[src/rtl/pcss_cfg.svh]
/*
  Constants of the program-flow and status core: file addresses, status
  field positions, reset values and widths, as `define macros.
  Assumes inclusion by bare name from the package and the design modules.
*/
// Function
// (RULE1) Status register answers at file address 03h and again at 83h.
// (RULE2) Subtract adds the two's complement; carry flags read as inverted borrow.
// (RULE3) Rotates load carry with the bit shifted out: top left, bottom right.
// (RULE4) Program counter is 13 bits; its low byte reads and writes.
// (RULE5) Upper counter bits are hidden; they come from the upper holding latch.
// (RULE6) Every reset clears the whole program counter.
// (RULE7) A low-byte write loads upper counter bits from holding latch bits 4:0.
// (RULE8) Call and jump take counter bits 12:11 from holding latch bits 4:3.
// (RULE9) Adding to the low byte is a plain low-byte write, no upper carry.
// (RULE10) Return stack holds eight 13-bit entries outside program and data space.
// (RULE11) Return stack pointer cannot be read or written by software.
// (RULE12) Call or interrupt branch pushes the program counter.
// (RULE13) Return, return-with-literal and interrupt return pop into the counter.
// (RULE14) Pushes and pops leave the upper holding latch untouched.
// (RULE15) Stack is circular; the ninth push overwrites the first.
// (RULE16) No flag reports stack overflow or underflow; wrapping is silent.
// (RULE17) Status as destination: zero, nibble and carry come from the result.
// (RULE18) Software cannot write the watchdog-expired or sleep-entered flags.
// (RULE19) Watchdog time-out clears the watchdog-expired flag.
// (RULE20) Software keeps indirect-bank and upper-bank bits at zero.
// (RULE21) Bank select bit picks bank 00h-7Fh or 80h-FFh for direct addressing.
// (RULE22) Zero flag marks a zero result; nibble flag marks carry out of bit 3.
`ifndef PCSS_CFG_SVH
`define PCSS_CFG_SVH

// ==========================================================================
// Widths
`define PCSS_PC_W 13
`define PCSS_HOLD_W 5
`define PCSS_STACK_DEPTH 8
`define PCSS_JUMP_W 11

// ==========================================================================
// File addresses (bank 0 and bank 1 mirror)
`define PCSS_ADDR_LOW_MASK 8'h7F
`define PCSS_ADDR_PC_LOW 8'h02
`define PCSS_ADDR_STATUS 8'h03
`define PCSS_ADDR_HOLD 8'h0A

// ==========================================================================
// Status field positions
`define PCSS_ST_IND_BANK 7
`define PCSS_ST_UP_BANK 6
`define PCSS_ST_BANK_SEL 5
`define PCSS_ST_TO 4
`define PCSS_ST_PD 3
`define PCSS_ST_Z 2
`define PCSS_ST_DC 1
`define PCSS_ST_C 0
`define PCSS_ST_PROT_MASK 8'h18

// ==========================================================================
// Reset values
`define PCSS_ST_RESET 8'h18
`define PCSS_PC_RESET 13'h0000
`define PCSS_HOLD_RESET 5'h00
`define PCSS_IRQ_VECTOR 13'h0004

`endif

[src/rtl/pcss_pkg.sv]
/*
  Types of the program-flow and status core: operation codes and the
  request and result carriers.
  Assumes pcss_cfg.svh on the include path.
*/
package pcss_pkg;
`include "pcss_cfg.svh"

  // ========================================================================
  // Arithmetic operation and result destination
  typedef enum logic [2:0] {
    PCSS_ALU_NONE = 3'h0,
    PCSS_ALU_ADD = 3'h1,
    PCSS_ALU_SUB = 3'h2,
    PCSS_ALU_ROT_LEFT = 3'h3,
    PCSS_ALU_ROT_RIGHT = 3'h4,
    PCSS_ALU_LOGIC = 3'h5,
    PCSS_ALU_MOVE = 3'h6
  } pcss_alu_op_t;

  typedef enum logic [1:0] {
    PCSS_DST_NONE = 2'h0,
    PCSS_DST_STATUS = 2'h1,
    PCSS_DST_PC_LOW = 2'h2,
    PCSS_DST_HOLD = 2'h3
  } pcss_dest_t;

  // ========================================================================
  // Program flow operation
  typedef enum logic [2:0] {
    PCSS_FLOW_NONE = 3'h0,
    PCSS_FLOW_STEP = 3'h1,
    PCSS_FLOW_CALL = 3'h2,
    PCSS_FLOW_JUMP = 3'h3,
    PCSS_FLOW_RET = 3'h4,
    PCSS_FLOW_RET_LIT = 3'h5,
    PCSS_FLOW_RET_INT = 3'h6,
    PCSS_FLOW_IRQ = 3'h7
  } pcss_flow_op_t;

  typedef struct packed {
    pcss_alu_op_t op;
    pcss_dest_t dest;
    logic [7:0] a;
    logic [7:0] b;
  } pcss_alu_req_t;

  typedef struct packed {
    pcss_flow_op_t op;
    logic [`PCSS_JUMP_W-1:0] target;
  } pcss_flow_req_t;

  typedef struct packed {
    logic [7:0] res;
    logic c;
    logic dc;
    logic z;
    logic upd_c;
    logic upd_dc;
    logic upd_z;
  } pcss_alu_out_t;

endpackage

[src/rtl/pcss_core.sv]
/*
  Program counter, upper holding latch, arithmetic status register and
  return stack of an 8-bit core, with a plain register port.
  Assumes the execution logic issues at most one flow operation and one
  arithmetic operation per clock, and that all inputs are synchronous.
*/
// Strobed register access is this design's own decision.
`include "pcss_cfg.svh"

module pcss_core
  import pcss_pkg::*;
#(
  parameter logic [`PCSS_PC_W-1:0] IRQ_VECTOR = `PCSS_IRQ_VECTOR,
  parameter int STACK_DEPTH = `PCSS_STACK_DEPTH
) (
  input wire logic clk,
  input wire logic reset_n,
  input wire logic [7:0] bus_addr,
  input wire logic [7:0] bus_wdata,
  input wire logic bus_wr,
  input wire logic bus_rd,
  output logic [7:0] bus_rdata_r,
  input wire pcss_alu_req_t alu_req,
  input wire pcss_flow_req_t flow_req,
  input wire logic wdt_timeout,
  input wire logic sleep_enter,
  input wire logic watchdog_clear,
  input wire logic [6:0] dir_addr,
  output logic [7:0] alu_result_r,
  output logic [`PCSS_PC_W-1:0] pc_r,
  output logic [7:0] status_r,
  output logic [7:0] direct_addr_r
);

  // ========================================================================
  // Helper functions

  // Bank-insensitive file address match
  function automatic logic addr_hit(input logic [7:0] addr, input logic [7:0] base);
    addr_hit = ((addr & `PCSS_ADDR_LOW_MASK) == base);
  endfunction

  // Arithmetic result and flag effects
  function automatic pcss_alu_out_t alu_eval(input pcss_alu_req_t rq, input logic c_in);
    pcss_alu_out_t o;
    logic [8:0] sum;
    logic [4:0] nib;
    logic [7:0] bn;
    o = '0;
    sum = '0;
    nib = '0;
    bn = ~rq.b;
    case (rq.op)
      PCSS_ALU_ADD: begin
        sum = {1'b0, rq.a} + {1'b0, rq.b};
        nib = {1'b0, rq.a[3:0]} + {1'b0, rq.b[3:0]};
        o.res = sum[7:0];
        o.c = sum[8];
        o.dc = nib[4]; // Carry out of bit 3 [RULE22]
        o.upd_c = 1'b1;
        o.upd_dc = 1'b1;
        o.upd_z = 1'b1;
      end
      PCSS_ALU_SUB: begin
        // a minus b as a plus inverted b plus one [RULE2]
        sum = {1'b0, rq.a} + {1'b0, bn} + 9'h001;
        nib = {1'b0, rq.a[3:0]} + {1'b0, bn[3:0]} + 5'h01;
        o.res = sum[7:0];
        o.c = sum[8]; // One means no borrow [RULE2]
        o.dc = nib[4]; // One means no nibble borrow [RULE2]
        o.upd_c = 1'b1;
        o.upd_dc = 1'b1;
        o.upd_z = 1'b1;
      end
      PCSS_ALU_ROT_LEFT: begin
        o.res = {rq.a[6:0], c_in};
        o.c = rq.a[7]; // Top bit shifted out [RULE3]
        o.upd_c = 1'b1;
      end
      PCSS_ALU_ROT_RIGHT: begin
        o.res = {c_in, rq.a[7:1]};
        o.c = rq.a[0]; // Bottom bit shifted out [RULE3]
        o.upd_c = 1'b1;
      end
      PCSS_ALU_LOGIC: begin
        o.res = rq.b;
        o.upd_z = 1'b1;
      end
      PCSS_ALU_MOVE: begin
        o.res = rq.b;
      end
      default: begin
        o.res = '0;
      end
    endcase
    o.z = (o.res == 8'h00); // Zero result flag [RULE22]
    return o;
  endfunction

  // ========================================================================
  // Declarations

  logic [`PCSS_HOLD_W-1:0] hold_r;
  logic [`PCSS_HOLD_W-1:0] hold_nxt;
  logic [`PCSS_PC_W-1:0] pc_nxt;
  logic [7:0] status_nxt;
  logic [7:0] bus_rdata_nxt;
  logic [7:0] alu_result_nxt;
  logic [7:0] direct_addr_nxt;
  logic [`PCSS_PC_W-1:0] stack_top;
  logic push;
  logic pop;
  logic alu_go;
  logic bus_wr_status;
  logic bus_wr_low;
  logic bus_wr_hold;
  logic low_write;
  logic [7:0] low_data;
  pcss_alu_out_t alu_o;

  // ========================================================================
  // Request decode

  // Status decode covers 03h and 83h alike [RULE1]
  assign bus_wr_status = bus_wr && addr_hit(bus_addr, `PCSS_ADDR_STATUS);
  assign bus_wr_low = bus_wr && addr_hit(bus_addr, `PCSS_ADDR_PC_LOW);
  assign bus_wr_hold = bus_wr && addr_hit(bus_addr, `PCSS_ADDR_HOLD);
  assign alu_go = (alu_req.op != PCSS_ALU_NONE);
  assign alu_o = alu_eval(alu_req, status_r[`PCSS_ST_C]);

  // Any low-byte write, including an add to it, is a plain load [RULE9]
  assign low_write = bus_wr_low || (alu_go && alu_req.dest == PCSS_DST_PC_LOW);
  assign low_data = (alu_go && alu_req.dest == PCSS_DST_PC_LOW) ? alu_o.res : bus_wdata;

  // Stack actions from call, interrupt and the three returns
  assign push = (flow_req.op == PCSS_FLOW_CALL) || (flow_req.op == PCSS_FLOW_IRQ); // [RULE12]
  assign pop = (flow_req.op == PCSS_FLOW_RET) || (flow_req.op == PCSS_FLOW_RET_LIT) ||
               (flow_req.op == PCSS_FLOW_RET_INT); // [RULE13]

  // ========================================================================
  // Return stack

  pcss_stack #(
    .DEPTH(STACK_DEPTH),
    .WIDTH(`PCSS_PC_W)
  ) u_stack (
    .clk(clk),
    .reset_n(reset_n),
    .push(push),
    .pop(pop),
    .push_data(pc_r),
    .top_data(stack_top)
  );

  // ========================================================================
  // Program counter and holding latch

  // Next counter value; branches win over low-byte writes and steps
  always_comb begin
    pc_nxt = pc_r;
    hold_nxt = hold_r; // Stack actions never touch the latch [RULE14]
    if (bus_wr_hold) begin
      hold_nxt = bus_wdata[`PCSS_HOLD_W-1:0];
    end
    if (alu_go && alu_req.dest == PCSS_DST_HOLD) begin
      hold_nxt = alu_o.res[`PCSS_HOLD_W-1:0];
    end
    if (flow_req.op == PCSS_FLOW_STEP) begin
      pc_nxt = pc_r + `PCSS_PC_W'(1);
    end
    if (low_write) begin
      pc_nxt = {hold_r, low_data}; // Upper bits from latch 4:0 [RULE7] [RULE9]
    end
    case (flow_req.op)
      PCSS_FLOW_CALL, PCSS_FLOW_JUMP: begin
        pc_nxt = {hold_r[4:3], flow_req.target}; // [RULE8]
      end
      PCSS_FLOW_RET, PCSS_FLOW_RET_LIT, PCSS_FLOW_RET_INT: begin
        pc_nxt = stack_top; // [RULE13]
      end
      PCSS_FLOW_IRQ: begin
        pc_nxt = IRQ_VECTOR; // [RULE12]
      end
      default: begin
        pc_nxt = pc_nxt;
      end
    endcase
  end

  // Counter cleared by any reset [RULE4] [RULE6]
  always_ff @(posedge clk) begin
    if (!reset_n) begin
      pc_r <= `PCSS_PC_RESET; // [RULE6]
      hold_r <= `PCSS_HOLD_RESET;
    end else begin
      pc_r <= pc_nxt;
      hold_r <= hold_nxt;
    end
  end

  // ========================================================================
  // Status register

  // Writes, flag updates, then power and watchdog events
  always_comb begin
    status_nxt = status_r;
    if (bus_wr_status) begin
      // Expired and sleep flags keep their value [RULE18]
      status_nxt = (status_r & `PCSS_ST_PROT_MASK) | (bus_wdata & ~`PCSS_ST_PROT_MASK);
    end
    if (alu_go && alu_req.dest == PCSS_DST_STATUS) begin
      status_nxt = (status_r & `PCSS_ST_PROT_MASK) | (alu_o.res & ~`PCSS_ST_PROT_MASK); // [RULE18]
    end
    // Affected flags follow the result, overriding any written value [RULE17]
    if (alu_go && alu_o.upd_z) begin
      status_nxt[`PCSS_ST_Z] = alu_o.z; // [RULE22]
    end
    if (alu_go && alu_o.upd_dc) begin
      status_nxt[`PCSS_ST_DC] = alu_o.dc; // [RULE22]
    end
    if (alu_go && alu_o.upd_c) begin
      status_nxt[`PCSS_ST_C] = alu_o.c; // [RULE2] [RULE3]
    end
    if (watchdog_clear) begin
      status_nxt[`PCSS_ST_TO] = 1'b1;
      status_nxt[`PCSS_ST_PD] = 1'b1;
    end
    if (sleep_enter) begin
      status_nxt[`PCSS_ST_TO] = 1'b1;
      status_nxt[`PCSS_ST_PD] = 1'b0;
    end
    if (wdt_timeout) begin
      status_nxt[`PCSS_ST_TO] = 1'b0; // Time-out wins last [RULE19]
    end
  end

  always_ff @(posedge clk) begin
    if (!reset_n) begin
      status_r <= `PCSS_ST_RESET;
    end else begin
      status_r <= status_nxt;
    end
  end

  // ========================================================================
  // Read port, result and direct address

  // Read data one cycle after the strobe; unmapped reads zero
  always_comb begin
    bus_rdata_nxt = 8'h00;
    if (bus_rd) begin
      if (addr_hit(bus_addr, `PCSS_ADDR_STATUS)) begin
        bus_rdata_nxt = status_r; // [RULE1]
      end else if (addr_hit(bus_addr, `PCSS_ADDR_PC_LOW)) begin
        bus_rdata_nxt = pc_r[7:0]; // Only the low byte is visible [RULE4] [RULE5]
      end else if (addr_hit(bus_addr, `PCSS_ADDR_HOLD)) begin
        bus_rdata_nxt = {3'h0, hold_r};
      end
    end
    alu_result_nxt = alu_go ? alu_o.res : alu_result_r;
    // Bank bit forms the top of a direct file address [RULE21]
    direct_addr_nxt = {status_r[`PCSS_ST_BANK_SEL], dir_addr};
  end

  always_ff @(posedge clk) begin
    if (!reset_n) begin
      bus_rdata_r <= 8'h00;
      alu_result_r <= 8'h00;
      direct_addr_r <= 8'h00;
    end else begin
      bus_rdata_r <= bus_rdata_nxt;
      alu_result_r <= alu_result_nxt;
      direct_addr_r <= direct_addr_nxt;
    end
  end

endmodule

[src/rtl/pcss_stack.sv]
/*
  Circular return stack of program counter values.
  Assumes push and pop are never requested in the same cycle.
*/
`include "pcss_cfg.svh"

module pcss_stack
  import pcss_pkg::*;
#(
  parameter int DEPTH = `PCSS_STACK_DEPTH,
  parameter int WIDTH = `PCSS_PC_W
) (
  input wire logic clk,
  input wire logic reset_n,
  input wire logic push,
  input wire logic pop,
  input wire logic [WIDTH-1:0] push_data,
  output logic [WIDTH-1:0] top_data
);

  localparam int PW = $clog2(DEPTH);

  logic [WIDTH-1:0] mem_r [DEPTH];
  logic [WIDTH-1:0] mem_nxt [DEPTH];
  logic [PW-1:0] ptr_r;
  logic [PW-1:0] ptr_nxt;
  logic [PW-1:0] top_idx;

  // Entry below the pointer is the newest
  assign top_idx = ptr_r - PW'(1);
  assign top_data = mem_r[top_idx];

  // Pointer wraps modulo depth, no overflow report [RULE15] [RULE16]
  always_comb begin
    ptr_nxt = ptr_r;
    for (int i = 0; i < DEPTH; i++) begin
      mem_nxt[i] = mem_r[i];
    end
    if (push) begin
      mem_nxt[ptr_r] = push_data; // Oldest slot reused after wrap [RULE15]
      ptr_nxt = ptr_r + PW'(1);
    end else if (pop) begin
      ptr_nxt = top_idx; // Underflow wraps silently [RULE16]
    end
  end

  // Storage and hidden pointer, never on the bus [RULE10] [RULE11]
  always_ff @(posedge clk) begin
    if (!reset_n) begin
      ptr_r <= '0;
      for (int i = 0; i < DEPTH; i++) begin
        mem_r[i] <= '0;
      end
    end else begin
      ptr_r <= ptr_nxt;
      for (int i = 0; i < DEPTH; i++) begin
        mem_r[i] <= mem_nxt[i];
      end
    end
  end

endmodule

[config.mk]
export PLATFORM = sky130hd
export DESIGN_NAME = pcss_core
export DESIGN_NICKNAME = d
export VERILOG_FILES = /design/src/rtl/pcss_pkg.sv /design/src/rtl/pcss_core.sv /design/src/rtl/pcss_stack.sv
export VERILOG_INCLUDE_DIRS = /design/src /design/src/rtl
export SDC_FILE = /design/constraint.sdc
export NUM_CORES = 1
export LEC_CHECK = 0
export BUFFER_PORTS_ARGS = -buffer_cell sky130_fd_sc_hd__buf_2
export CAP_MARGIN = 20
export CORE_UTILIZATION = 40
export DETAILED_ROUTE_END_ITERATION = 6
export PLACE_DENSITY = 0.59
export SLEW_MARGIN = 10
export SYNTH_ARGS = -nofsm -noshare
export SYNTH_HDL_FRONTEND = slang
export SYNTH_SLANG_ARGS = --single-unit
[constraint.sdc]
create_clock -name clk -period 4.75 [get_ports clk]
set_input_delay 0.475 -clock clk [delete_from_list [all_inputs] [get_ports clk]]
set_output_delay 0.475 -clock clk [all_outputs]
set_load 0.02 [all_outputs]
# Word-level counts from Yosys, hierarchy flattened
# Memory sizes are Yosys's and may differ from the RTL's.
# Cells that the tools add are included.
dict set report word_totals {
  in_bits 65
  word_cells 126
  ram_bits 104
  out_inout_bits 45
  n_memories 1
  reg_bits 53
}
# name words width rd rd_ports_with_merged_regs write_ports line
set memory_table {}
lappend memory_table {u_stack.mem_r 8 13 9 0 8 pcss_stack.sv:23} ;# logic [WIDTH-1:0] mem_r [DEPTH];
dict set report classes {
  n_reduce_logical 32
  bitwise 12
  order_cmp 2
  eq_ne 19
  addsub 9
  muxes 39
}
# op n
set op_table {}
lappend op_table {{$mux W13} 11}
lappend op_table {{$bwmux W104} 1}
lappend op_table {{$mux W104} 1}
lappend op_table {{$mux W8} 5}
lappend op_table {{$pmux W8 S5} 1}
lappend op_table {{$demux W13 S3} 1}
lappend op_table {{$pmux W13 S3} 1}
lappend op_table {{$eq A3 B3 Y1 const B} 7}
lappend op_table {{$add A8 B8 Y9} 2}
lappend op_table {{$or A5 B8 Y8} 2}
lappend op_table {{$mux W5} 3}
lappend op_table {{$eq A7 B2 Y1 const B} 2}
lappend op_table {{$add A13 B1 Y13 const B} 1}
lappend op_table {{$eq A3 B2 Y1 const B} 4}
lappend op_table {{$reduce_bool A3 Y1} 4}
lappend op_table {{$add A4 B4 Y5} 2}
lappend op_table {{$logic_and A1 B1 Y1} 10}
lappend op_table {{$reduce_bool A5 Y1} 2}
lappend op_table {{$add A9 B1 Y9 const B} 1}
lappend op_table {{$mux W1} 9}
lappend op_table {{$logic_not A8 Y1} 1}
lappend op_table {{$not A8 Y8} 1}
lappend op_table {{$or A1 B1 Y1} 8}
lappend op_table {{$eq A7 B4 Y1 const B} 1}
lappend op_table {{20 further kinds} 32}

# Logic depth before layout (Yosys ltp)
dict set report depth {
  depth_word 9
  depth_mapped 10
  depth_no_buf 10
}

# Hierarchy
# Synthesis repeated with hierarchy kept, for this count alone.
dict set report hier_totals {
  hier_cells 1124
  area_unflattened_um2 8828.5
}
# mod n_inst seq_area_each_um2 area_per_inst_um2 cells_each
set by_module_without_submodules {}
lappend by_module_without_submodules {pcss_stack 1 2142.1 4951.0 633}
lappend by_module_without_submodules {pcss_core 1 1001.0 3877.5 491}

# Worst setup path after synthesis
# No wires, ideal clock.
dict set report synth_path {
  path_kind {input to register}
  from {in alu_req[1] (netlist name)}
  to {reg status_r[2]}
  arrival_time_ns 2.271
  path_stages 8
  setup_slack_ns 2.392
  t_required_ns 4.663
  path_buffers 0
  setup_time_ns 0.087
  cell_sequence {inv_1 -> ha_1 -> nor2b_1 -> o311ai_0 -> mux2_2 -> a211oi_2 -> nand4_1 -> o31ai_1}
}
dict set report synth_between {
  elab_chain_len 7
  elab_cells_between_ends 9
  classes_between {add/sub (3); mux (3); bitwise (2); reduce/logical (1)}
}
# item line
set synth_rtl {}
lappend synth_rtl {{from (decl)} pcss_core.sv:23} ;# input wire pcss_alu_req_t alu_req,
lappend synth_rtl {{$not A8 Y8} pcss_core.sv:52} ;# bn = ~rq.b;
lappend synth_rtl {{$add A8 B8 Y9} pcss_core.sv:66} ;# sum = {1'b0, rq.a} + {1'b0, bn} + 9'h001;
lappend synth_rtl {{$add A9 B1 Y9} pcss_core.sv:66}
lappend synth_rtl {{$pmux W8 S5 (*)} pcss_core.sv:53} ;# case (rq.op)
lappend synth_rtl {{$or A5 B8 Y8} pcss_core.sv:212} ;# status_nxt = (status_r & `PCSS_ST_PROT_MASK) | (alu_o.res & ~`PCSS_ST_PROT_MASK);
lappend synth_rtl {{$mux W8} pcss_core.sv:211} ;# if (alu_go && alu_req.dest == PCSS_DST_STATUS) begin
lappend synth_rtl {{$mux W1 (*)} pcss_core.sv:215} ;# if (alu_go && alu_o.upd_z) begin
lappend synth_rtl {{to (signal assigned)} pcss_core.sv:239} ;# status_r <= `PCSS_ST_RESET;
lappend synth_rtl {{to (signal assigned)} pcss_core.sv:241} ;# status_r <= status_nxt;
lappend synth_rtl {{to (decl)} pcss_core.sv:31} ;# output logic [7:0] status_r,
# Mark *: on every way between the ends. The rest lies on a longest branch, timed or not.
# A chain may end at the register's enable or synchronous reset.

# Final worst setup path
# Same ends and word-level chain as after synthesis.

==> metrics.md <==
| Metric | Value |
|---|---|
| Status | completed |
| Area growth, synth to finish | 14.4% |
| CP startpoint kind | primary input |
| VDD IR-drop max | 0.205 mV |
| Commonest non-fill, non-tap cell in the layout | dfxtp_1 |
| Final setup violation count | 0 |
| Family with the most delay on the worst path | compound AO/OA/AOI/OAI gates |
| Tot Pwr | 3.47 mW |
| Synthesized area per cell | 9.35 sq um |
| Core Area | 21,900 sq um |
| Root Driver | clkbuf_16 |
| CP bufs+invs | 2 |
| F_max | 351 MHz |
| Hold/Removal Path Class | primary input to flop |
| Most frequent cells in the layout | dfxtp_1 (156), mux2i_1 (118), nor2b_1 (112) |
| CP max-delay cell | o311ai_0 |
| Layout cell share with drive strength beyond 1 | 19.4% |
| First-pass GRT wire length | 38,200 um |
| DRT Wirelength | 24,900 um |
| H-Tree Depth | 4 |
| R2R setup slack | 1.97 ns |
| Static Leakage | 4.19 nW |
| Dpl hpwl | 16,800 um |
| Worst EP arrival | 3.19 ns |
| Critical Path Sink Type | flop |
| Worst skew pair latency | 0.43 ns |
| Slowest cell delay on critical path | 0.84 ns |
| Setup Skew | 0.00796 ns |
| Sink Count | 157 |
| Hold-fix buffers, CTS | 0 |
| Io pins | 110 |
| FP Rows | 54 |
| Max-cap violation count | 0 |
| Number of synthesized flops with an enable pin | 0 |
| RSZ-0062 raised after global routing | no |
| Post-route DRC | 0 |
| Congestion Overflow GR | 0 |
| 1st-pass router iterations | 7 |
| CTS resizes | 0 |
| Reg clk slew, reported paths | 0.07 ns |
| Final period util | 60.0% |
| DR iter-0 viols | 452 |
| Clock Tree Buf Depth | 2 |
| Dpl cells | 1,274 |
| Fin Setup TNS | 0 ns |
| Vias after detailed routing | 7,283 |
| Post-CTS Setup Bufs | 0 |
| Leading area contributor after synthesis | dfxtp_1 |
| Routability cong. | 0.879 |
| Synth unique cells | 74 |
| Die width | 152 um |
| P per Cell Area | 339 nW/um^2 |
| ANT cells | 0 |
| Vias in the first global route | 6,679 |
| Largest net degree at the start of global routing | 91 |
| Average wire per standard cell | 19.1 um |
| Cell area after synthesis | 8950 sq um |
| Post-Synthesis Cells | 957 |
| Tmin final | 2.85 ns |
| Primary FF master, synth | dfxtp_1 |
| Final Hold Viols | 0 |
| Relative slew slack | 23.1% |
| Post-synth top area share | 35.1% |
| TritonCTS buffer count | 17 |
| Synth Register Bits | 157 |
| Die Span Y | 152 um |
| Post-Syn Nets | 1,044 |
| Worst-margin pin slew | 1.15 ns |
| Detailed-route vias per instance | 5.58 |
| # port buffers | 108 |
| Layout Cells excl Fill | 1,306 |
| Die Area | 23,000 sq um |
| Fin area | 10,200 sq um |
| Initial antenna violation count | 0 |
| Critical setup path kind | primary input to flop |
| Synth warn | 0 |
| Total global routing track utilization | 22.1% |
| Final max-slew violation count | 0 |
| Placed Instance Area | 9590 sq um |
| Post-synth ARST share | 0% |
| Final net count | 1,100 |
| Worst path cell trace | buf_2 > inv_1 > ha_1 > nor2b_1 > o311ai_0 > mux2_2 > a211oi_2 > nand4_1 > o31ai_1 |
| Top cells by area, synth | dfxtp_1 (35%), mux2i_1 (13%), nor2b_1 (7.8%) |
| Crit path max fanout | 4 |
| Initial Util | 40.9% |
| WP data required | 5.09 ns |
| Final ANT Viol Nets | 0 |
| CTS tree | done |
| Seq/Total Area, Yosys | 35.1% |
[state kept, by name (all words and copies together), names as in the netlist]
register       cells
bus_rdata_r        8
direct_addr_r      8
u_stack.ptr_r      3
status_r           8
hold_r             5
pc_r              13
alu_result_r       8
u_stack.mem_r    104
[final cells by class]
type,instances,area (sq um)
Clock buffer,19,433
Clock inverter,13,213
Fill cell,2146,11700
Inverter,23,86.3
Multi-Input combinational cell,698,5400
Sequential cell,157,3140
Tap cell,280,350
Timing Repair Buffer,116,616
[cell usage after synthesis, types with 6 or more instances]
master,number
dfxtp_1,157
mux2i_1,118
nor2b_1,112
nand2_1,67
nor2_1,59
clkbuf_1,47
a21oi_1,38
mux4_2,26
buf_2,24
inv_1,23
ha_1,20
a21boi_0,19
nand3_1,15
and2_1,14
nor3_1,14
o21ai_0,14
nand4_1,10
xnor2_1,10
a211o_1,9
nand2b_1,9
o211ai_1,9
and3_1,7
mux2_2,7
o221ai_1,7
o22ai_1,7
a2bb2oi_1,6
o211a_1,6
xor2_1,6
[per-layer routing]
| metal | part of all wire (%) | track usage (%) | vias to the layer above |
|---|---|---|---|
| met5 | 0 | 0 | - |
| met4 | 2.0 | 7.13 | 0 |
| met3 | 5.6 | 3.89 | 37 |
| met2 | 45 | 34.9 | 247 |
| met1 | 47 | 30.3 | 3462 |
| li1 | - | - | 3537 |
[where the power goes]
group | leakage, nW | switching [mW] | internal [mW]
registers | 1.27 | 0.0505 | 1.35
logic | 2.60 | 0.335 | 0.227
clock network | 0.310 | 0.570 | 0.939
[final timing paths]
path / start / to / cells after the start
max: alu_req[1] / status_r[2] / 9
min: dir_addr[2] / direct_addr_r[2] / 2
max reg2reg: u_stack.ptr_r[1] / pc_r[2] / 7
min reg2reg: u_stack.mem_r[6][10] / u_stack.mem_r[6][10] / 2
[stage by stage]
step           worst slack (ns)  hold slack [ns]  utilization [%]
6_report                   1.90            0.249             46.8
3_3_place_gp               1.66            0.451             43.8
2_1_floorplan              2.39            0.440                -
4_1_cts                    1.94            0.241             46.8
3_5_place_dp               1.68            0.459             43.8
5_1_grt                    1.83            0.247             46.8
[cell families after synthesis]
logic type	after synthesis	share of synthesized area [%]
simple gates	342	21.2
xor+xnor	16	1.57
flops	157	35.1
buf+inv	102	4.78
compound gates	167	13.5
mux	151	20.6
fa+ha+maj	22	3.24
Power figures use the tool's default switching activity.
